[config.mk]
export PLATFORM = sky130hd
export DESIGN_NAME = mrm_dev_flat
export DESIGN_NICKNAME = d
export VERILOG_FILES = /design/src/common/mrm_pkg.sv /design/src/common/mrm_link_if.sv /design/src/core/mrm_sat_cnt.sv /design/src/core/mrm_dev.sv /design/src/flat_wrapper.sv
export SDC_FILE = /design/constraint.sdc
export NUM_CORES = 1
export LEC_CHECK = 0
export BUFFER_PORTS_ARGS = -buffer_cell sky130_fd_sc_hd__buf_2
export CELL_PAD_IN_SITES_DETAIL_PLACEMENT = 0
export CELL_PAD_IN_SITES_GLOBAL_PLACEMENT = 1
export CORE_ASPECT_RATIO = 0.6
export CORE_UTILIZATION = 50
export DETAILED_ROUTE_END_ITERATION = 8
export PLACE_DENSITY_LB_ADDON = 0.1
export SLEW_MARGIN = 20
export SYNTH_ARGS = -nofsm -noshare
export SYNTH_HDL_FRONTEND = slang
export SYNTH_SLANG_ARGS = --single-unit
[constraint.sdc]
create_clock -name mclk -period 8.2 [get_ports mclk]
set_clock_uncertainty 0.05 [all_clocks]
set_input_delay 1.64 -clock mclk [delete_from_list [all_inputs] [get_ports mclk]]
set_output_delay 1.64 -clock mclk [all_outputs]
set_load 0.005 [all_outputs]
[src/common/mrm_pkg.sv]
/*
 Shared constants, types and decode functions for the multiport register
 map: global and per-port offsets, field positions, timing counts.
 Assumes an 11-bit word address with bit 0 as byte select in 8-bit mode.
*/
package mrm_pkg;
	localparam int ADDR_W = 11;
	localparam int DATA_W = 16;
	localparam int MAX_PORTS = 4;
	localparam int NLAT = 4;
	localparam int NEV = 3;
	localparam int NCNT = 2;
	localparam int CNT_W = 16;
	// Global offsets, port 0 low slice
	localparam logic [8:0] GL_CR_OFF = 9'h002;
	localparam logic [8:0] GL_SR_OFF = 9'h014;
	localparam logic [8:0] GL_UNUSED_LO = 9'h020;
	localparam logic [8:0] GL_SYS_LO = 9'h030;
	// Per-port sub-block windows
	localparam logic [8:0] W_COMMON_LO = 9'h040;
	localparam logic [8:0] W_BERT_LO = 9'h060;
	localparam logic [8:0] W_RSV_LO = 9'h080;
	localparam logic [8:0] W_LENC_LO = 9'h08C;
	localparam logic [8:0] W_LDEC_LO = 9'h090;
	localparam logic [8:0] W_HDLC_LO = 9'h0A0;
	// Per-port registers
	localparam logic [8:0] P_CFG_OFF = 9'h040;
	localparam logic [8:0] P_PSR_OFF = 9'h052;
	localparam logic [8:0] P_LSR_OFF = 9'h054;
	localparam logic [8:0] P_LIE_OFF = 9'h056;
	localparam logic [8:0] P_CNT0_OFF = 9'h09C;
	localparam logic [8:0] P_CNT1_OFF = 9'h09E;
	localparam logic [1:0] PORT_NO_LOW = 2'h3;
	// Field positions and masks
	localparam int CFG_ACT_BIT = 0;
	localparam int CFG_MODE_BIT = 1;
	localparam int GCR_WCLR_BIT = 2;
	localparam int LS_EV1_BIT = 1;
	localparam logic [15:0] M_ALL = 16'hFFFF;
	localparam logic [15:0] M_LAT = 16'h000F;
	localparam logic [15:0] M_PSR = 16'h0007;
	localparam logic [15:0] M_GSR = 16'h0001;
	localparam logic [15:0] M_NONE = 16'h0000;
	// Timing
	localparam int CLK_PERIOD_NS = 10;
	localparam int RDY_TIMEOUT_NS = 40;
	localparam int RDY_TO_CYC = RDY_TIMEOUT_NS / CLK_PERIOD_NS;
	localparam int UPD_TIMEOUT_NS = 100;
	localparam int UPD_TO_CYC = UPD_TIMEOUT_NS / CLK_PERIOD_NS;
	localparam int UPD_SETTLE_CYC = 2;

	typedef enum logic [2:0] {BLK_NONE, BLK_COMMON, BLK_BERT, BLK_RSV,
		BLK_LENC, BLK_LDEC, BLK_OTHER} mrm_blk_e;

	// Sub-block window of a port-relative offset
	function automatic mrm_blk_e blk_of(input logic [8:0] off);
		if (off < W_COMMON_LO) blk_of = BLK_NONE;
		else if (off < W_BERT_LO) blk_of = BLK_COMMON;
		else if (off < W_RSV_LO) blk_of = BLK_BERT;
		else if (off < W_LENC_LO) blk_of = BLK_RSV;
		else if (off < W_LDEC_LO) blk_of = BLK_LENC;
		else if (off < W_HDLC_LO) blk_of = BLK_LDEC;
		else blk_of = BLK_OTHER;
	endfunction

	// Location owned by some block (ready handshake given)
	function automatic logic map_ok(input logic [10:0] a, input int np);
		logic [1:0] pt;
		pt = a[10:9];
		if (a[8:0] >= W_COMMON_LO) map_ok = (int'(pt) < np);
		else if (pt == 2'h0) map_ok = (a[8:0] < GL_UNUSED_LO) ||
			(a[8:0] >= GL_SYS_LO);
		else map_ok = (pt != PORT_NO_LOW);
	endfunction

	// Assigned bits of a register, word address
	function automatic logic [15:0] wmask(input logic [10:0] a);
		logic [8:0] off;
		off = {a[8:1], 1'b0};
		if (a[10:9] == 2'h0 && off == GL_CR_OFF) wmask = M_ALL;
		else if (a[10:9] == 2'h0 && off == GL_SR_OFF) wmask = M_GSR;
		else if (off == P_CFG_OFF) wmask = M_ALL;
		else if (off == P_PSR_OFF) wmask = M_PSR;
		else if (off == P_LSR_OFF || off == P_LIE_OFF) wmask = M_LAT;
		else if (off == P_CNT0_OFF || off == P_CNT1_OFF) wmask = M_ALL;
		else wmask = M_NONE;
	endfunction
endpackage

[src/common/mrm_link_if.sv]
/*
 Parallel register bus between host and device, with update and reset
 lines. Both ends run on the same mclk.
*/
`timescale 1ns/10ps
interface mrm_link_if;
	logic [10:0] addr;
	logic [15:0] wdata;
	logic rd;
	logic wr;
	logic bus16;
	logic [15:0] rdata;
	logic rdy;
	logic datapath_reset_n;
	logic perf_update_strobe;
	logic perf_update_status;
	logic irq;
	modport dev (input addr, wdata, rd, wr, bus16, datapath_reset_n,
		perf_update_strobe, output rdata, rdy, perf_update_status, irq);
	modport hst (output addr, wdata, rd, wr, bus16, datapath_reset_n,
		perf_update_strobe, input rdata, rdy, perf_update_status, irq);
endinterface

[src/core/mrm_sat_cnt.sv]
/*
 Saturating event counter with a counter register loaded on update.
 Assumes inc, load and clr come from logic on mclk.
*/
`timescale 1ns/10ps
module mrm_sat_cnt #(
	parameter int W = 16
) (
	input wire logic mclk,
	input wire logic nrst,
	input wire logic ce,
	input wire logic inc,
	input wire logic load,
	input wire logic clr,
	output logic [W-1:0] count
);
	typedef struct packed {
		logic [W-1:0] live;
		logic [W-1:0] hold;
	} mrm_cnt_s;
	mrm_cnt_s s_r;
	mrm_cnt_s s_nxt;
	logic at_max;

	// Count, load and clear
	always_comb
	begin
		s_nxt = s_r;
		at_max = &s_r.live;
		if (clr)
		begin
			s_nxt = '0;
		end
		else if (load)
		begin
			s_nxt.hold = s_r.live;
			s_nxt.live = {{(W-1){1'b0}}, inc};
		end
		else if (inc && !at_max)
		begin
			s_nxt.live = s_r.live + {{(W-1){1'b0}}, 1'b1};
		end
	end

	always_ff @(posedge mclk)
	begin
		if (!nrst) s_r <= '0;
		else if (ce) s_r <= s_nxt;
	end

	assign count = s_r.hold;
endmodule

[src/core/mrm_dev.sv]
/*
 Device end of the register map: address decode, per-port control,
 latched status, interrupt enables, counters and the update sequence.
 Assumes the host keeps to one strobe per cycle; events come from mclk.
*/
`timescale 1ns/10ps
// Notes on behaviour
// - Decode eleven-bit map, 000 to 7FF
// - Top address bit unused below three ports
// - Disabled banks ignore writes, read zero
// - Global reset restores every register default
// - Host writes zero to unassigned bits
// - Config changes stored, applied whenever data path reset is off
// - Counters stop at maximum, never wrap
// - Update on rising edge; status low meanwhile
// - Load, clear live, zero low, then status
// - Latched bit sets on event onset only
// - Change bit sets on onset and end
// - Read clear: sixteen or eight accessed bits
// - Write clear: ones clear, zeros keep
// - Reserved config stored; reserved status zero
// - Reserved latched never set; enables still work
// - Reserved counters frozen; updates still work
// - Data path reset after mode change clears
// - Host clears counters with two updates
// - Ports at 040-1FF of each slice
// - Absent ports drop writes, read zero
// - No ready for absent or unassigned space
// - Decode per-port sub-block windows
module mrm_dev #(
	parameter int NUM_PORTS = 4,
	parameter int CNT_W = 16
) (
	input wire logic mclk,
	input wire logic nrst,
	input wire logic ce,
	mrm_link_if.dev bus,
	input wire logic [3:0][2:0] port_evt,
	input wire logic [3:0][1:0] cnt_evt,
	output logic [3:0][15:0] port_cfg,
	output logic zero_count
);
	typedef enum logic [1:0] {S_IDLE, S_LOAD, S_ZERO} mrm_upd_e;
	typedef struct packed {
		logic [15:0] gcr;
		logic [3:0][15:0] cfg;
		logic [3:0][15:0] app;
		logic [3:0] act_prev;
		logic [3:0][3:0] lat;
		logic [3:0][3:0] lie;
		logic [3:0][2:0] evp;
		logic [3:0] mchg;
		mrm_upd_e st;
		logic upd_prev;
		logic pms;
		logic [15:0] rdata;
		logic rdy;
		logic irq;
		logic zero;
	} mrm_dev_s;
	mrm_dev_s s_r;
	mrm_dev_s s_nxt;
	logic [3:0][1:0][CNT_W-1:0] cnt_val;
	logic [3:0][1:0] cnt_inc;
	logic [3:0] cnt_clr;
	logic cnt_load;
	logic [10:0] a;
	logic [1:0] pt;
	logic [8:0] off;
	logic [1:0] be;
	logic [15:0] bmask;
	logic [15:0] word;
	logic ok;
	logic dp_on;
	logic trig;
	logic [3:0] set_l;
	logic [3:0] clr_l;
	logic any_nz;
	mrm_pkg::mrm_blk_e blk;

	// Merge write data into enabled bytes
	function automatic logic [15:0] bw(input logic [15:0] old,
		input logic [15:0] nw, input logic [15:0] m);
		bw = (old & ~m) | (nw & m);
	endfunction

	// Counters, one pair per present port
	genvar gp, gk;
	generate
		for (gp = 0; gp < mrm_pkg::MAX_PORTS; gp++)
		begin : g_port
			for (gk = 0; gk < mrm_pkg::NCNT; gk++)
			begin : g_cnt
				if (gp < NUM_PORTS)
				begin : g_on
					mrm_sat_cnt #(.W(CNT_W)) u_cnt (
						.mclk(mclk),
						.nrst(nrst),
						.ce(ce),
						.inc(cnt_inc[gp][gk]),
						.load(cnt_load),
						.clr(cnt_clr[gp]),
						.count(cnt_val[gp][gk])
					);
				end
				else
				begin : g_off
					assign cnt_val[gp][gk] = '0;
				end
			end
		end
	endgenerate

	// Decode, register access, status and update sequence
	always_comb
	begin
		s_nxt = s_r;
		dp_on = bus.datapath_reset_n;
		a = (NUM_PORTS < 3) ? {1'b0, bus.addr[9:0]} : bus.addr;
		pt = a[10:9];
		off = {a[8:1], 1'b0};
		blk = mrm_pkg::blk_of(off);
		ok = mrm_pkg::map_ok(a, NUM_PORTS);
		be = bus.bus16 ? 2'h3 : (a[0] ? 2'h2 : 2'h1);
		bmask = {{8{be[1]}}, {8{be[0]}}};
		word = '0;
		cnt_load = (s_r.st == S_LOAD);
		cnt_clr = '0;
		cnt_inc = '0;
		trig = bus.perf_update_strobe && !s_r.upd_prev;
		any_nz = 1'b0;
		set_l = '0;
		clr_l = '0;
		s_nxt.upd_prev = bus.perf_update_strobe;
		// Global registers
		if (pt == 2'h0 && off == mrm_pkg::GL_CR_OFF)
		begin
			word = s_r.gcr;
			if (bus.wr) s_nxt.gcr = bw(s_r.gcr, bus.wdata, bmask);
		end
		else if (pt == 2'h0 && off == mrm_pkg::GL_SR_OFF)
		begin
			word = {15'h0000, s_r.pms};
		end
		for (int p = 0; p < mrm_pkg::MAX_PORTS; p++)
		begin
			if (p < NUM_PORTS)
			begin
				// Applied config follows only outside data path reset
				if (dp_on) s_nxt.app[p] = s_r.cfg[p];
				s_nxt.act_prev[p] = s_r.cfg[p][mrm_pkg::CFG_ACT_BIT];
				if (dp_on && s_r.cfg[p][mrm_pkg::CFG_ACT_BIT] &&
					!s_r.act_prev[p]) trig = 1'b1;
				if (dp_on && s_r.cfg[p][mrm_pkg::CFG_MODE_BIT] !=
					s_r.app[p][mrm_pkg::CFG_MODE_BIT])
					s_nxt.mchg[p] = 1'b1;
				s_nxt.evp[p] = port_evt[p];
				set_l = '0;
				set_l[0] = port_evt[p][0] && !s_r.evp[p][0];
				set_l[1] = port_evt[p][1] && !s_r.evp[p][1] &&
					!s_r.app[p][mrm_pkg::CFG_MODE_BIT];
				set_l[2] = port_evt[p][2] != s_r.evp[p][2];
				cnt_inc[p][0] = cnt_evt[p][0];
				cnt_inc[p][1] = cnt_evt[p][1] &&
					!s_r.app[p][mrm_pkg::CFG_MODE_BIT];
				clr_l = '0;
				if (pt == 2'(p) && blk == mrm_pkg::BLK_COMMON)
				begin
					if (off == mrm_pkg::P_CFG_OFF)
					begin
						word = s_r.cfg[p];
						if (bus.wr)
							s_nxt.cfg[p] = bw(s_r.cfg[p], bus.wdata, bmask);
					end
					else if (off == mrm_pkg::P_PSR_OFF)
					begin
						word = {13'h0000, port_evt[p][2],
							port_evt[p][1] && !s_r.app[p][mrm_pkg::CFG_MODE_BIT],
							port_evt[p][0]};
					end
					else if (off == mrm_pkg::P_LSR_OFF)
					begin
						word = {12'h000, s_r.lat[p]};
						if (s_r.gcr[mrm_pkg::GCR_WCLR_BIT] && bus.wr)
							clr_l = bus.wdata[3:0] & bmask[3:0];
						else if (!s_r.gcr[mrm_pkg::GCR_WCLR_BIT] && bus.rd)
							clr_l = bmask[3:0];
					end
					else if (off == mrm_pkg::P_LIE_OFF)
					begin
						word = {12'h000, s_r.lie[p]};
						if (bus.wr) s_nxt.lie[p] = (s_r.lie[p] & ~bmask[3:0]) |
							(bus.wdata[3:0] & bmask[3:0]);
					end
				end
				else if (pt == 2'(p) && blk == mrm_pkg::BLK_LDEC)
				begin
					if (off == mrm_pkg::P_CNT0_OFF)
						word = 16'(cnt_val[p][0]);
					else if (off == mrm_pkg::P_CNT1_OFF)
						word = 16'(cnt_val[p][1]);
				end
				// Set wins over clear
				s_nxt.lat[p] = (s_r.lat[p] & ~clr_l) | set_l;
				// Clear after a mode change once data path reset is seen
				if (!dp_on && s_r.mchg[p])
				begin
					s_nxt.lat[p] = '0;
					s_nxt.mchg[p] = 1'b0;
					cnt_clr[p] = 1'b1;
				end
				if (|cnt_val[p]) any_nz = 1'b1;
			end
		end
		// Update sequence: load, zero pulse, status
		case (s_r.st)
			S_IDLE:
			begin
				if (trig)
				begin
					s_nxt.st = S_LOAD;
					s_nxt.pms = 1'b0;
				end
			end
			S_LOAD:
			begin
				s_nxt.st = S_ZERO;
			end
			default:
			begin
				s_nxt.st = S_IDLE;
				s_nxt.pms = 1'b1;
			end
		endcase
		s_nxt.zero = (s_nxt.st == S_ZERO) ? 1'b0 : !any_nz;
		s_nxt.irq = 1'b0;
		for (int p = 0; p < mrm_pkg::MAX_PORTS; p++)
			if (|(s_r.lat[p] & s_r.lie[p])) s_nxt.irq = 1'b1;
		// Answer one cycle after a strobe on mapped space only
		s_nxt.rdy = (bus.rd || bus.wr) && ok;
		if (!ok) word = '0;
		s_nxt.rdata = bus.bus16 ? word :
			(a[0] ? {8'h00, word[15:8]} : {8'h00, word[7:0]});
		if (!bus.rd) s_nxt.rdata = '0;
	end

	// Global reset restores all defaults
	always_ff @(posedge mclk)
	begin
		if (!nrst) s_r <= '0;
		else if (ce) s_r <= s_nxt;
	end

	assign bus.rdata = s_r.rdata;
	assign bus.rdy = s_r.rdy;
	assign bus.perf_update_status = s_r.pms;
	assign bus.irq = s_r.irq;
	assign port_cfg = s_r.app;
	assign zero_count = s_r.zero;
endmodule

[src/flat_wrapper.sv]
// flat-port wrapper written by rule: the top's interface ports become plain ports
module mrm_dev_flat 
#(
	parameter int NUM_PORTS = 4,
	parameter int CNT_W = 16
)
  (mclk, nrst, ce, port_evt, cnt_evt, port_cfg, zero_count, bus_addr, bus_wdata, bus_rd, bus_wr, bus_bus16, bus_datapath_reset_n, bus_perf_update_strobe, bus_rdata, bus_rdy, bus_perf_update_status, bus_irq);
  mrm_link_if bus_i ();
  input wire logic mclk;
  input wire logic nrst;
  input wire logic ce;
  input wire logic [3:0][2:0] port_evt;
  input wire logic [3:0][1:0] cnt_evt;
  output logic [3:0][15:0] port_cfg;
  output logic zero_count;
  input wire logic [$bits(bus_i.addr)-1:0] bus_addr;
  input wire logic [$bits(bus_i.wdata)-1:0] bus_wdata;
  input wire logic [$bits(bus_i.rd)-1:0] bus_rd;
  input wire logic [$bits(bus_i.wr)-1:0] bus_wr;
  input wire logic [$bits(bus_i.bus16)-1:0] bus_bus16;
  input wire logic [$bits(bus_i.datapath_reset_n)-1:0] bus_datapath_reset_n;
  input wire logic [$bits(bus_i.perf_update_strobe)-1:0] bus_perf_update_strobe;
  output wire logic [$bits(bus_i.rdata)-1:0] bus_rdata;
  output wire logic [$bits(bus_i.rdy)-1:0] bus_rdy;
  output wire logic [$bits(bus_i.perf_update_status)-1:0] bus_perf_update_status;
  output wire logic [$bits(bus_i.irq)-1:0] bus_irq;
  assign bus_i.addr = bus_addr;
  assign bus_i.wdata = bus_wdata;
  assign bus_i.rd = bus_rd;
  assign bus_i.wr = bus_wr;
  assign bus_i.bus16 = bus_bus16;
  assign bus_i.datapath_reset_n = bus_datapath_reset_n;
  assign bus_i.perf_update_strobe = bus_perf_update_strobe;
  assign bus_rdata = bus_i.rdata;
  assign bus_rdy = bus_i.rdy;
  assign bus_perf_update_status = bus_i.perf_update_status;
  assign bus_irq = bus_i.irq;
  mrm_dev #(.NUM_PORTS(NUM_PORTS), .CNT_W(CNT_W)) u_core (.mclk(mclk), .nrst(nrst), .ce(ce), .bus(bus_i), .port_evt(port_evt), .cnt_evt(cnt_evt), .port_cfg(port_cfg), .zero_count(zero_count));
endmodule
==> flow_metrics.py, run 1 <==
metrics = {
    "run_status": {
        "run_status": "completed",
    },
    "worst_hold_path": {
        "hp-start": "u_core.port_cfg[8]$_SDFFE_PN0P_",
        "hold_path_end": "u_core.port_cfg[8]$_SDFFE_PN0P_",
        "min_path_type": "flop to flop",
        "holdPathStages": 2,
    },
    "clock_tree": {
        "cts_buffer_depth": 3,
        "root_buffer": "clkbuf_16",
        "post_cts_buffers": 0,
        "cts_hold_buf": 0,
        "cts_sinks": 475,
        "cts.repair.resized": 0,
        "path_clk_slew_ps": 60,
        "htreeDepth": 2,
        "cts_tree": "done",
        "cts_buffers": 44,
        "clk-insertion-delay-late_ps": 570,
    },
    "setup_path": {
        "cp.required_ps": 8540,
        "end_kind": "flop",
        "rr_worst_depth": 7,
        "worst-r2r-setup-slack_ps": 5000,
        "crit_type": "input pin to flop",
        "crit_fanout": 32,
        "crit_arrival_ps": 5040,
        "r2r_start": "u_core.g_port[0].g_cnt[1].g_on.u_cnt.s_r[16]$_SDFFE_PN0P_",
        "start_kind": "input pin",
        "startpoint": "bus_addr[1]",
        "worstReg2RegEnd": "u_core.g_port[0].g_cnt[1].g_on.u_cnt.s_r[25]$_SDFFE_PN0P_",
    },
    "power": {
        "powerDensity_nw_per_um2": 200.0,
        "clkPwrFrac_pct": 46.2,
        "ir_worst_vdd_mv": 0.1560,
        "leakage_nw": 8.973,
        "p_sw_mw": 1.164,
        "power_frac_seq_pct": 47.9,
        "internal-power_mw": 3.719,
        "comb_power_share_pct": 5.9,
        "swShare_pct": 23.83,
    },
    "floorplanning": {
        "initial_utilization_pct": 51.24,
        "dieWidth_um": 275.5,
        "die_h_um": 166.1,
        "coreArea_um2": 43780,
        "num_rows": 59,
        "die_area_um2": 45740,
        "io_pins": 139,
    },
    "logic_synthesis": {
        "seq_area_frac_synth_pct": 42.39,
        "ys_ff_latch": 475,
        "synth_commonest_cells": "475 x dfxtp_1, 428 x nand2_1, 294 x a21oi_1",
        "yosys.area.top_type": "dfxtp_1",
        "avgSynthCellArea_um2": 8.160,
        "synthArstFlopShare_pct": 0,
        "synth.top_cell.area_share_pct": 42.39,
        "yosys.cell_count.top_type": "dfxtp_1",
        "synth_area_leaders": "dfxtp_1 42%, nand2_1 7.2%, a21oi_1 6.6%",
        "synth_enable_flop_cells": 0,
        "synth.distinct_cells": 83,
        "netlist_instances": 2749,
        "synthesis.area_um2": 22430,
        "synth_fp_nets": 2812,
        "yosys_most_used_dff": "dfxtp_1",
        "ys_warn_count": 0,
    },
    "timing": {
        "relSlewSlack_pct": 26.17,
        "fin_crit_sh_pct": 57.30,
        "rsz0062_at_grt": "no",
        "max_freq_ghz": 0.2128,
        "report.final.slew_viol_count": 0,
        "tightestPinTransition_ps": 1106,
        "setup-tns-final_ps": 0,
        "final-setup-viol-count": 0,
        "hold_violations": 0,
        "post-route-min-period_ps": 4699,
    },
    "layout": {
        "fin_nets": 2771,
        "final_util_pct": 55.79,
        "layout-drive-gt1-share_pct": 10.51,
        "seq_area_um2": 9509,
        "nFillCells": 4020,
        "area_growth_pct": 8.863,
        "multiInputGateArea_um2": 11540,
    },
    "detailed_routing": {
        "drc_errors": 0,
        "antenna_left": 0,
        "num_vias": 21743,
        "wl_mm": 85.75,
        "routed-wl-met2_mm": 33.32,
        "dr.pass1.iters": 6,
        "wl_met3_mm": 9.134,
        "drt-met1-wl_mm": 41.60,
        "drt_first_iter_violations": 2999,
        "routed.top_layer": "met4",
        "post_drt_via_cell_ratio": 6.551,
        "wl_per_cell_um": 25.84,
    },
    "global_routing": {
        "grt_pass1_wl_mm": 128.6,
        "grt_usage_pct": 36.89,
        "antenna_found_initial": 2,
        "grt_remaining_overflow": 0,
        "grt_max_degree": 160,
        "grt_pass1_vias": 19384,
    },
    "placement": {
        "dpl.hpwl_mm": 64.32,
        "place.gp.congestion": 1.017,
        "placement.io_buffers": 138,
    },
    "flow_run": {
        "maxCapViolations": 0,
    },
}
-- worst max path at each step --
| stage | endpoint | slack, ps |
|---|---|---|
| after global placement | u_core.bus.rdata[3]$_SDFFE_PN0P_ | 3300 |
| after CTS | u_core.bus.rdata[3]$_SDFFE_PN0P_ | 3710 |
| final | u_core.bus.rdata[3]$_SDFFE_PN0P_ | 3500 |
| after detailed placement | u_core.bus.rdata[3]$_SDFFE_PN0P_ | 3150 |
| after floorplan | u_core.bus.rdata[1]$_SDFFE_PN0P_ | 4320 |
| after global routing | u_core.bus.rdata[3]$_SDFFE_PN0P_ | 3400 |
-- through the flow --
stage | cell area [um^2] | worst slack [ps] | cells | hold WS, ps | power [mW]
2_1_floorplan | 22430 | 4320 | 2749 | 374.7 | 2.569
3_3_place_gp | 22850 | 3297 | 3241 | 390.3 | 2.665
3_5_place_dp | 22850 | 3154 | 3241 | 393.0 | 2.670
4_1_cts | 24410 | 3706 | 3318 | 402.1 | 4.887
5_1_grt | 24420 | 3402 | 3319 | 415.8 | 5.018
6_report | 24420 | 3501 | 3319 | 401.4 | 4.883
-- layout by cell type (no fill, tap or decap), types with 21 or more instances in the layout --
master,n
a21oi_1,291
a22o_1,133
a22oi_1,21
a31oi_1,28
and2_1,26
and3_1,38
buf_2,137
buf_4,35
clkbuf_16,45
dfxtp_1,475
inv_1,25
mux2i_1,54
nand2_1,427
nand2b_1,26
nand3_1,117
nand4_1,37
nor2_1,197
nor2b_1,23
nor3_1,35
nor4_1,40
o21a_1,23
o21ai_0,133
o221ai_1,25
xor2_1,26
-- routing by layer --
metal / track usage [%] / vias up
li1: - / 9850
met1: 60.33 / 10587
met2: 48.65 / 1176
met3: 7.157 / 130
met4: 7.134 / 0
met5: 0 / -
-- critical path, cell delays in order --
cell,delay [ps]
buf_2,520
buf_4,410
clkinv_1,590
buf_4,450
o221ai_1,260
nand3_1,240
a2bb2oi_1,200
o31ai_1,540
nand3_1,150
-- power groups by stage --
stage / registers (mW) / logic, mW / clock network, mW
4_1_cts: 2.34 / 0.278 / 2.27
3_3_place_gp: 2.39 / 0.273 / 0
5_1_grt: 2.34 / 0.309 / 2.37
6_report: 2.34 / 0.287 / 2.26
3_5_place_dp: 2.39 / 0.277 / 0
2_1_floorplan: 2.38 / 0.184 / 0
-- cell families after synthesis --
| logic type | count (synthesis) | share of synthesized area (%) |
|---|---|---|
| compound gates | 833 | 24.57 |
| simple gates | 1056 | 22.38 |
| xor+xnor | 29 | 1.132 |
| flops | 475 | 42.39 |
| mux | 60 | 2.711 |
| fa+ha+maj | 8 | 0.4462 |
| buf+inv | 288 | 6.375 |
-- area by class of cell --
type | count | area share, %
Antenna cell | 1 | 0.01025
Clock buffer | 58 | 5.098
Clock inverter | 19 | 1.291
Inverter | 28 | 0.4611
Multi-Input combinational cell | 1986 | 47.27
Sequential cell | 475 | 38.94
Tap cell | 579 | 2.966
Timing Repair Buffer | 173 | 3.966
Power figures use the tool's default switching activity.
==> run 2, diff against run 1 <==
--- a/config.mk
+++ b/config.mk
@@ -9,7 +9,7 @@
 export CELL_PAD_IN_SITES_DETAIL_PLACEMENT = 0
 export CELL_PAD_IN_SITES_GLOBAL_PLACEMENT = 1
 export CORE_ASPECT_RATIO = 0.6
-export CORE_UTILIZATION = 50
+export CORE_UTILIZATION = 42
 export DETAILED_ROUTE_END_ITERATION = 8
 export PLACE_DENSITY_LB_ADDON = 0.1
 export SLEW_MARGIN = 20
==> constraint.sdc (replaced) <==
create_clock -name mclk -period 4 [get_ports mclk]
set_clock_uncertainty 0.05 [all_clocks]
set_input_delay 0.8 -clock mclk [delete_from_list [all_inputs] [get_ports mclk]]
set_output_delay 0.8 -clock mclk [all_outputs]
set_load 0.005 [all_outputs]
==> run 2 against run 1 <==
  * First-iteration DRC count fell by 10%
  * Final cell count increased by 5.6%
  * Sequential cell count is the same
  * Core utilization fell by 8.2 points
  * Register-to-register slack lost 4200 ps
  * Via count grew 1.1%
  * Critical endpoint is now u_core.bus.rdata[12]$_SDFFE_PN0P_
  * Critical path type unchanged
  * Largest power group unchanged
  * Sequential share of layout area down 0.93 points
  * Global-route usage decreased by 2.8 points
==> flow_metrics.py, run 2 (synthesis results as in run 1) <==
metrics = {
    "power": {
        "powerDensity_nw_per_um2": 404.8,
        "swShare_pct": 24.27,
        "comb_power_share_pct": 6.3,
        "internal-power_mw": 7.670,
        "clkPwrFrac_pct": 46.3,
        "power_frac_seq_pct": 47.4,
        "ir_worst_vdd_mv": 0.3824,
        "leakage_nw": 9.253,
        "p_sw_mw": 2.458,
    },
    "floorplanning": {
        "dieWidth_um": 300.4,
        "die_h_um": 181.0,
        "coreArea_um2": 52620,
        "io_pins": 139,
        "die_area_um2": 54370,
        "num_rows": 65,
        "initial_utilization_pct": 42.63,
    },
    "detailed_routing": {
        "routed-wl-met2_mm": 36.28,
        "wl_met3_mm": 9.985,
        "drt_first_iter_violations": 2691,
        "dr.pass1.iters": 6,
        "antenna_left": 0,
        "wl_per_cell_um": 27.04,
        "drt-met1-wl_mm": 47.01,
        "drc_errors": 0,
        "num_vias": 21993,
        "routed.top_layer": "met4",
        "post_drt_via_cell_ratio": 6.277,
        "wl_mm": 94.76,
    },
    "global_routing": {
        "grt_pass1_vias": 19655,
        "antenna_found_initial": 10,
        "grt_max_degree": 99,
        "grt_pass1_wl_mm": 138.0,
        "grt_remaining_overflow": 0,
        "grt_usage_pct": 34.07,
    },
    "timing": {
        "hold_slack_ps": 400.9,
        "setup-tns-final_ps": 0,
        "hold_violations": 0,
        "tightestPinTransition_ps": 1105,
        "final-setup-viol-count": 0,
        "rsz0062_at_grt": "no",
        "relSlewSlack_pct": 25.62,
        "max_freq_ghz": 0.3092,
        "report.final.slew_viol_count": 0,
        "post-route-min-period_ps": 3234,
        "fin_crit_sh_pct": 80.86,
    },
    "setup_path": {
        "crit_type": "input pin to flop",
        "end_kind": "flop",
        "start_kind": "input pin",
        "cp.required_ps": 4400,
        "worstReg2RegEnd": "u_core.g_port[1].g_cnt[1].g_on.u_cnt.s_r[23]$_SDFFE_PN0P_",
        "crit_arrival_ps": 3630,
        "crit_fanout": 27,
        "r2r_start": "u_core.s_r[22]$_SDFFE_PN0P_",
        "worst-r2r-setup-slack_ps": 830,
        "rr_worst_depth": 6,
    },
    "clock_tree": {
        "clk-insertion-delay-late_ps": 570,
        "root_buffer": "clkbuf_16",
        "path_clk_slew_ps": 70,
        "cts_hold_buf": 0,
        "cts_sinks": 475,
        "cts_buffer_depth": 3,
        "post_cts_buffers": 0,
        "cts.repair.resized": 0,
        "cts_tree": "done",
        "htreeDepth": 2,
        "cts_buffers": 47,
    },
    "worst_hold_path": {
        "hp-start": "u_core.port_cfg[20]$_SDFFE_PN0P_",
        "holdPathStages": 2,
        "hold_path_end": "u_core.port_cfg[20]$_SDFFE_PN0P_",
        "min_path_type": "flop to flop",
    },
    "placement": {
        "dpl.hpwl_mm": 72.40,
        "placement.io_buffers": 138,
        "placed_cells": 3413,
        "place.gp.congestion": 0.9964,
    },
    "layout": {
        "multiInputGateArea_um2": 11550,
        "final_common_cell": "dfxtp_1",
        "fin_nets": 2822,
        "area_growth_pct": 11.53,
        "final_cell_mix": "475 x dfxtp_1, 427 x nand2_1, 291 x a21oi_1",
        "stdcell_count": 3504,
        "seq_area_um2": 9509,
        "nFillCells": 5184,
        "layout-drive-gt1-share_pct": 12.17,
    },
    "flow_run": {
        "maxCapViolations": 0,
    },
    "run_status": {
        "run_status": "completed",
    },
}
==> run 2: layout make-up <==
| type | instances | share of cell area, % |
|---|---|---|
| inverters | 28 | 0.4501 |
| well taps | 703 | 3.516 |
| clock buffers | 66 | 5.386 |
| multi-input cells | 1986 | 46.16 |
| flip-flops and latches | 475 | 38.01 |
| clock inverters | 17 | 0.9952 |
| repair buffers | 221 | 5.411 |
| diodes | 8 | 0.08001 |
==> run 2: worst max path at each step <==
| stage | start | to | slack, ps | depth (start not counted) |
|---|---|---|---|---|
| 2_1_floorplan | bus_addr[7] | u_core.bus.rdata[1]$_SDFFE_PN0P_ | 960 | 9 |
| 3_3_place_gp | bus_addr[6] | u_core.bus.rdata[12]$_SDFFE_PN0P_ | 310 | 8 |
| 3_5_place_dp | bus_addr[6] | u_core.bus.rdata[4]$_SDFFE_PN0P_ | 250 | 8 |
| 4_1_cts | bus_addr[6] | u_core.bus.rdata[4]$_SDFFE_PN0P_ | 860 | 8 |
| 5_1_grt | bus_addr[6] | u_core.bus.rdata[4]$_SDFFE_PN0P_ | 640 | 8 |
| 6_report | bus_addr[6] | u_core.bus.rdata[12]$_SDFFE_PN0P_ | 770 | 8 |
==> run 2: power by group through the flow <==
stage	logic [mW]	registers [mW]	clock network [mW]
after global placement	0.617	4.90	0
after CTS	0.624	4.80	4.74
after global routing	0.685	4.80	4.95
after detailed placement	0.623	4.91	0
final	0.641	4.80	4.69
after floorplan	0.377	4.89	0
==> run 2: layer usage <==
| layer | vias to the layer above | track usage (%) |
|---|---|---|
| met1 | 10757 | 55.13 |
| met3 | 124 | 7.744 |
| met2 | 1124 | 44.73 |
| li1 | 9988 | - |
| met5 | - | 0 |
| met4 | 0 | 5.837 |
==> run 2: worst max-delay path: stages <==
cell	delay (ps)
buf_2	170
or4b_1	740
or2_1	710
o221a_2	430
a211oi_1	270
nor3_1	100
o21ai_0	270
o21ai_0	130
==> run 2: per-stage QoR <==
| stage | util [%] | area [um^2] | power [mW] | setup WS (ps) |
|---|---|---|---|---|
| floorplan | - | 22430 | 5.266 | 960.1 |
| global placement | 44.45 | 23390 | 5.521 | 311.9 |
| detailed placement | 44.45 | 23390 | 5.528 | 254.3 |
| CTS | 47.49 | 24990 | 10.16 | 855.0 |
| global route | 47.53 | 25010 | 10.44 | 641.5 |
| finish | 47.55 | 25020 | 10.13 | 765.5 |
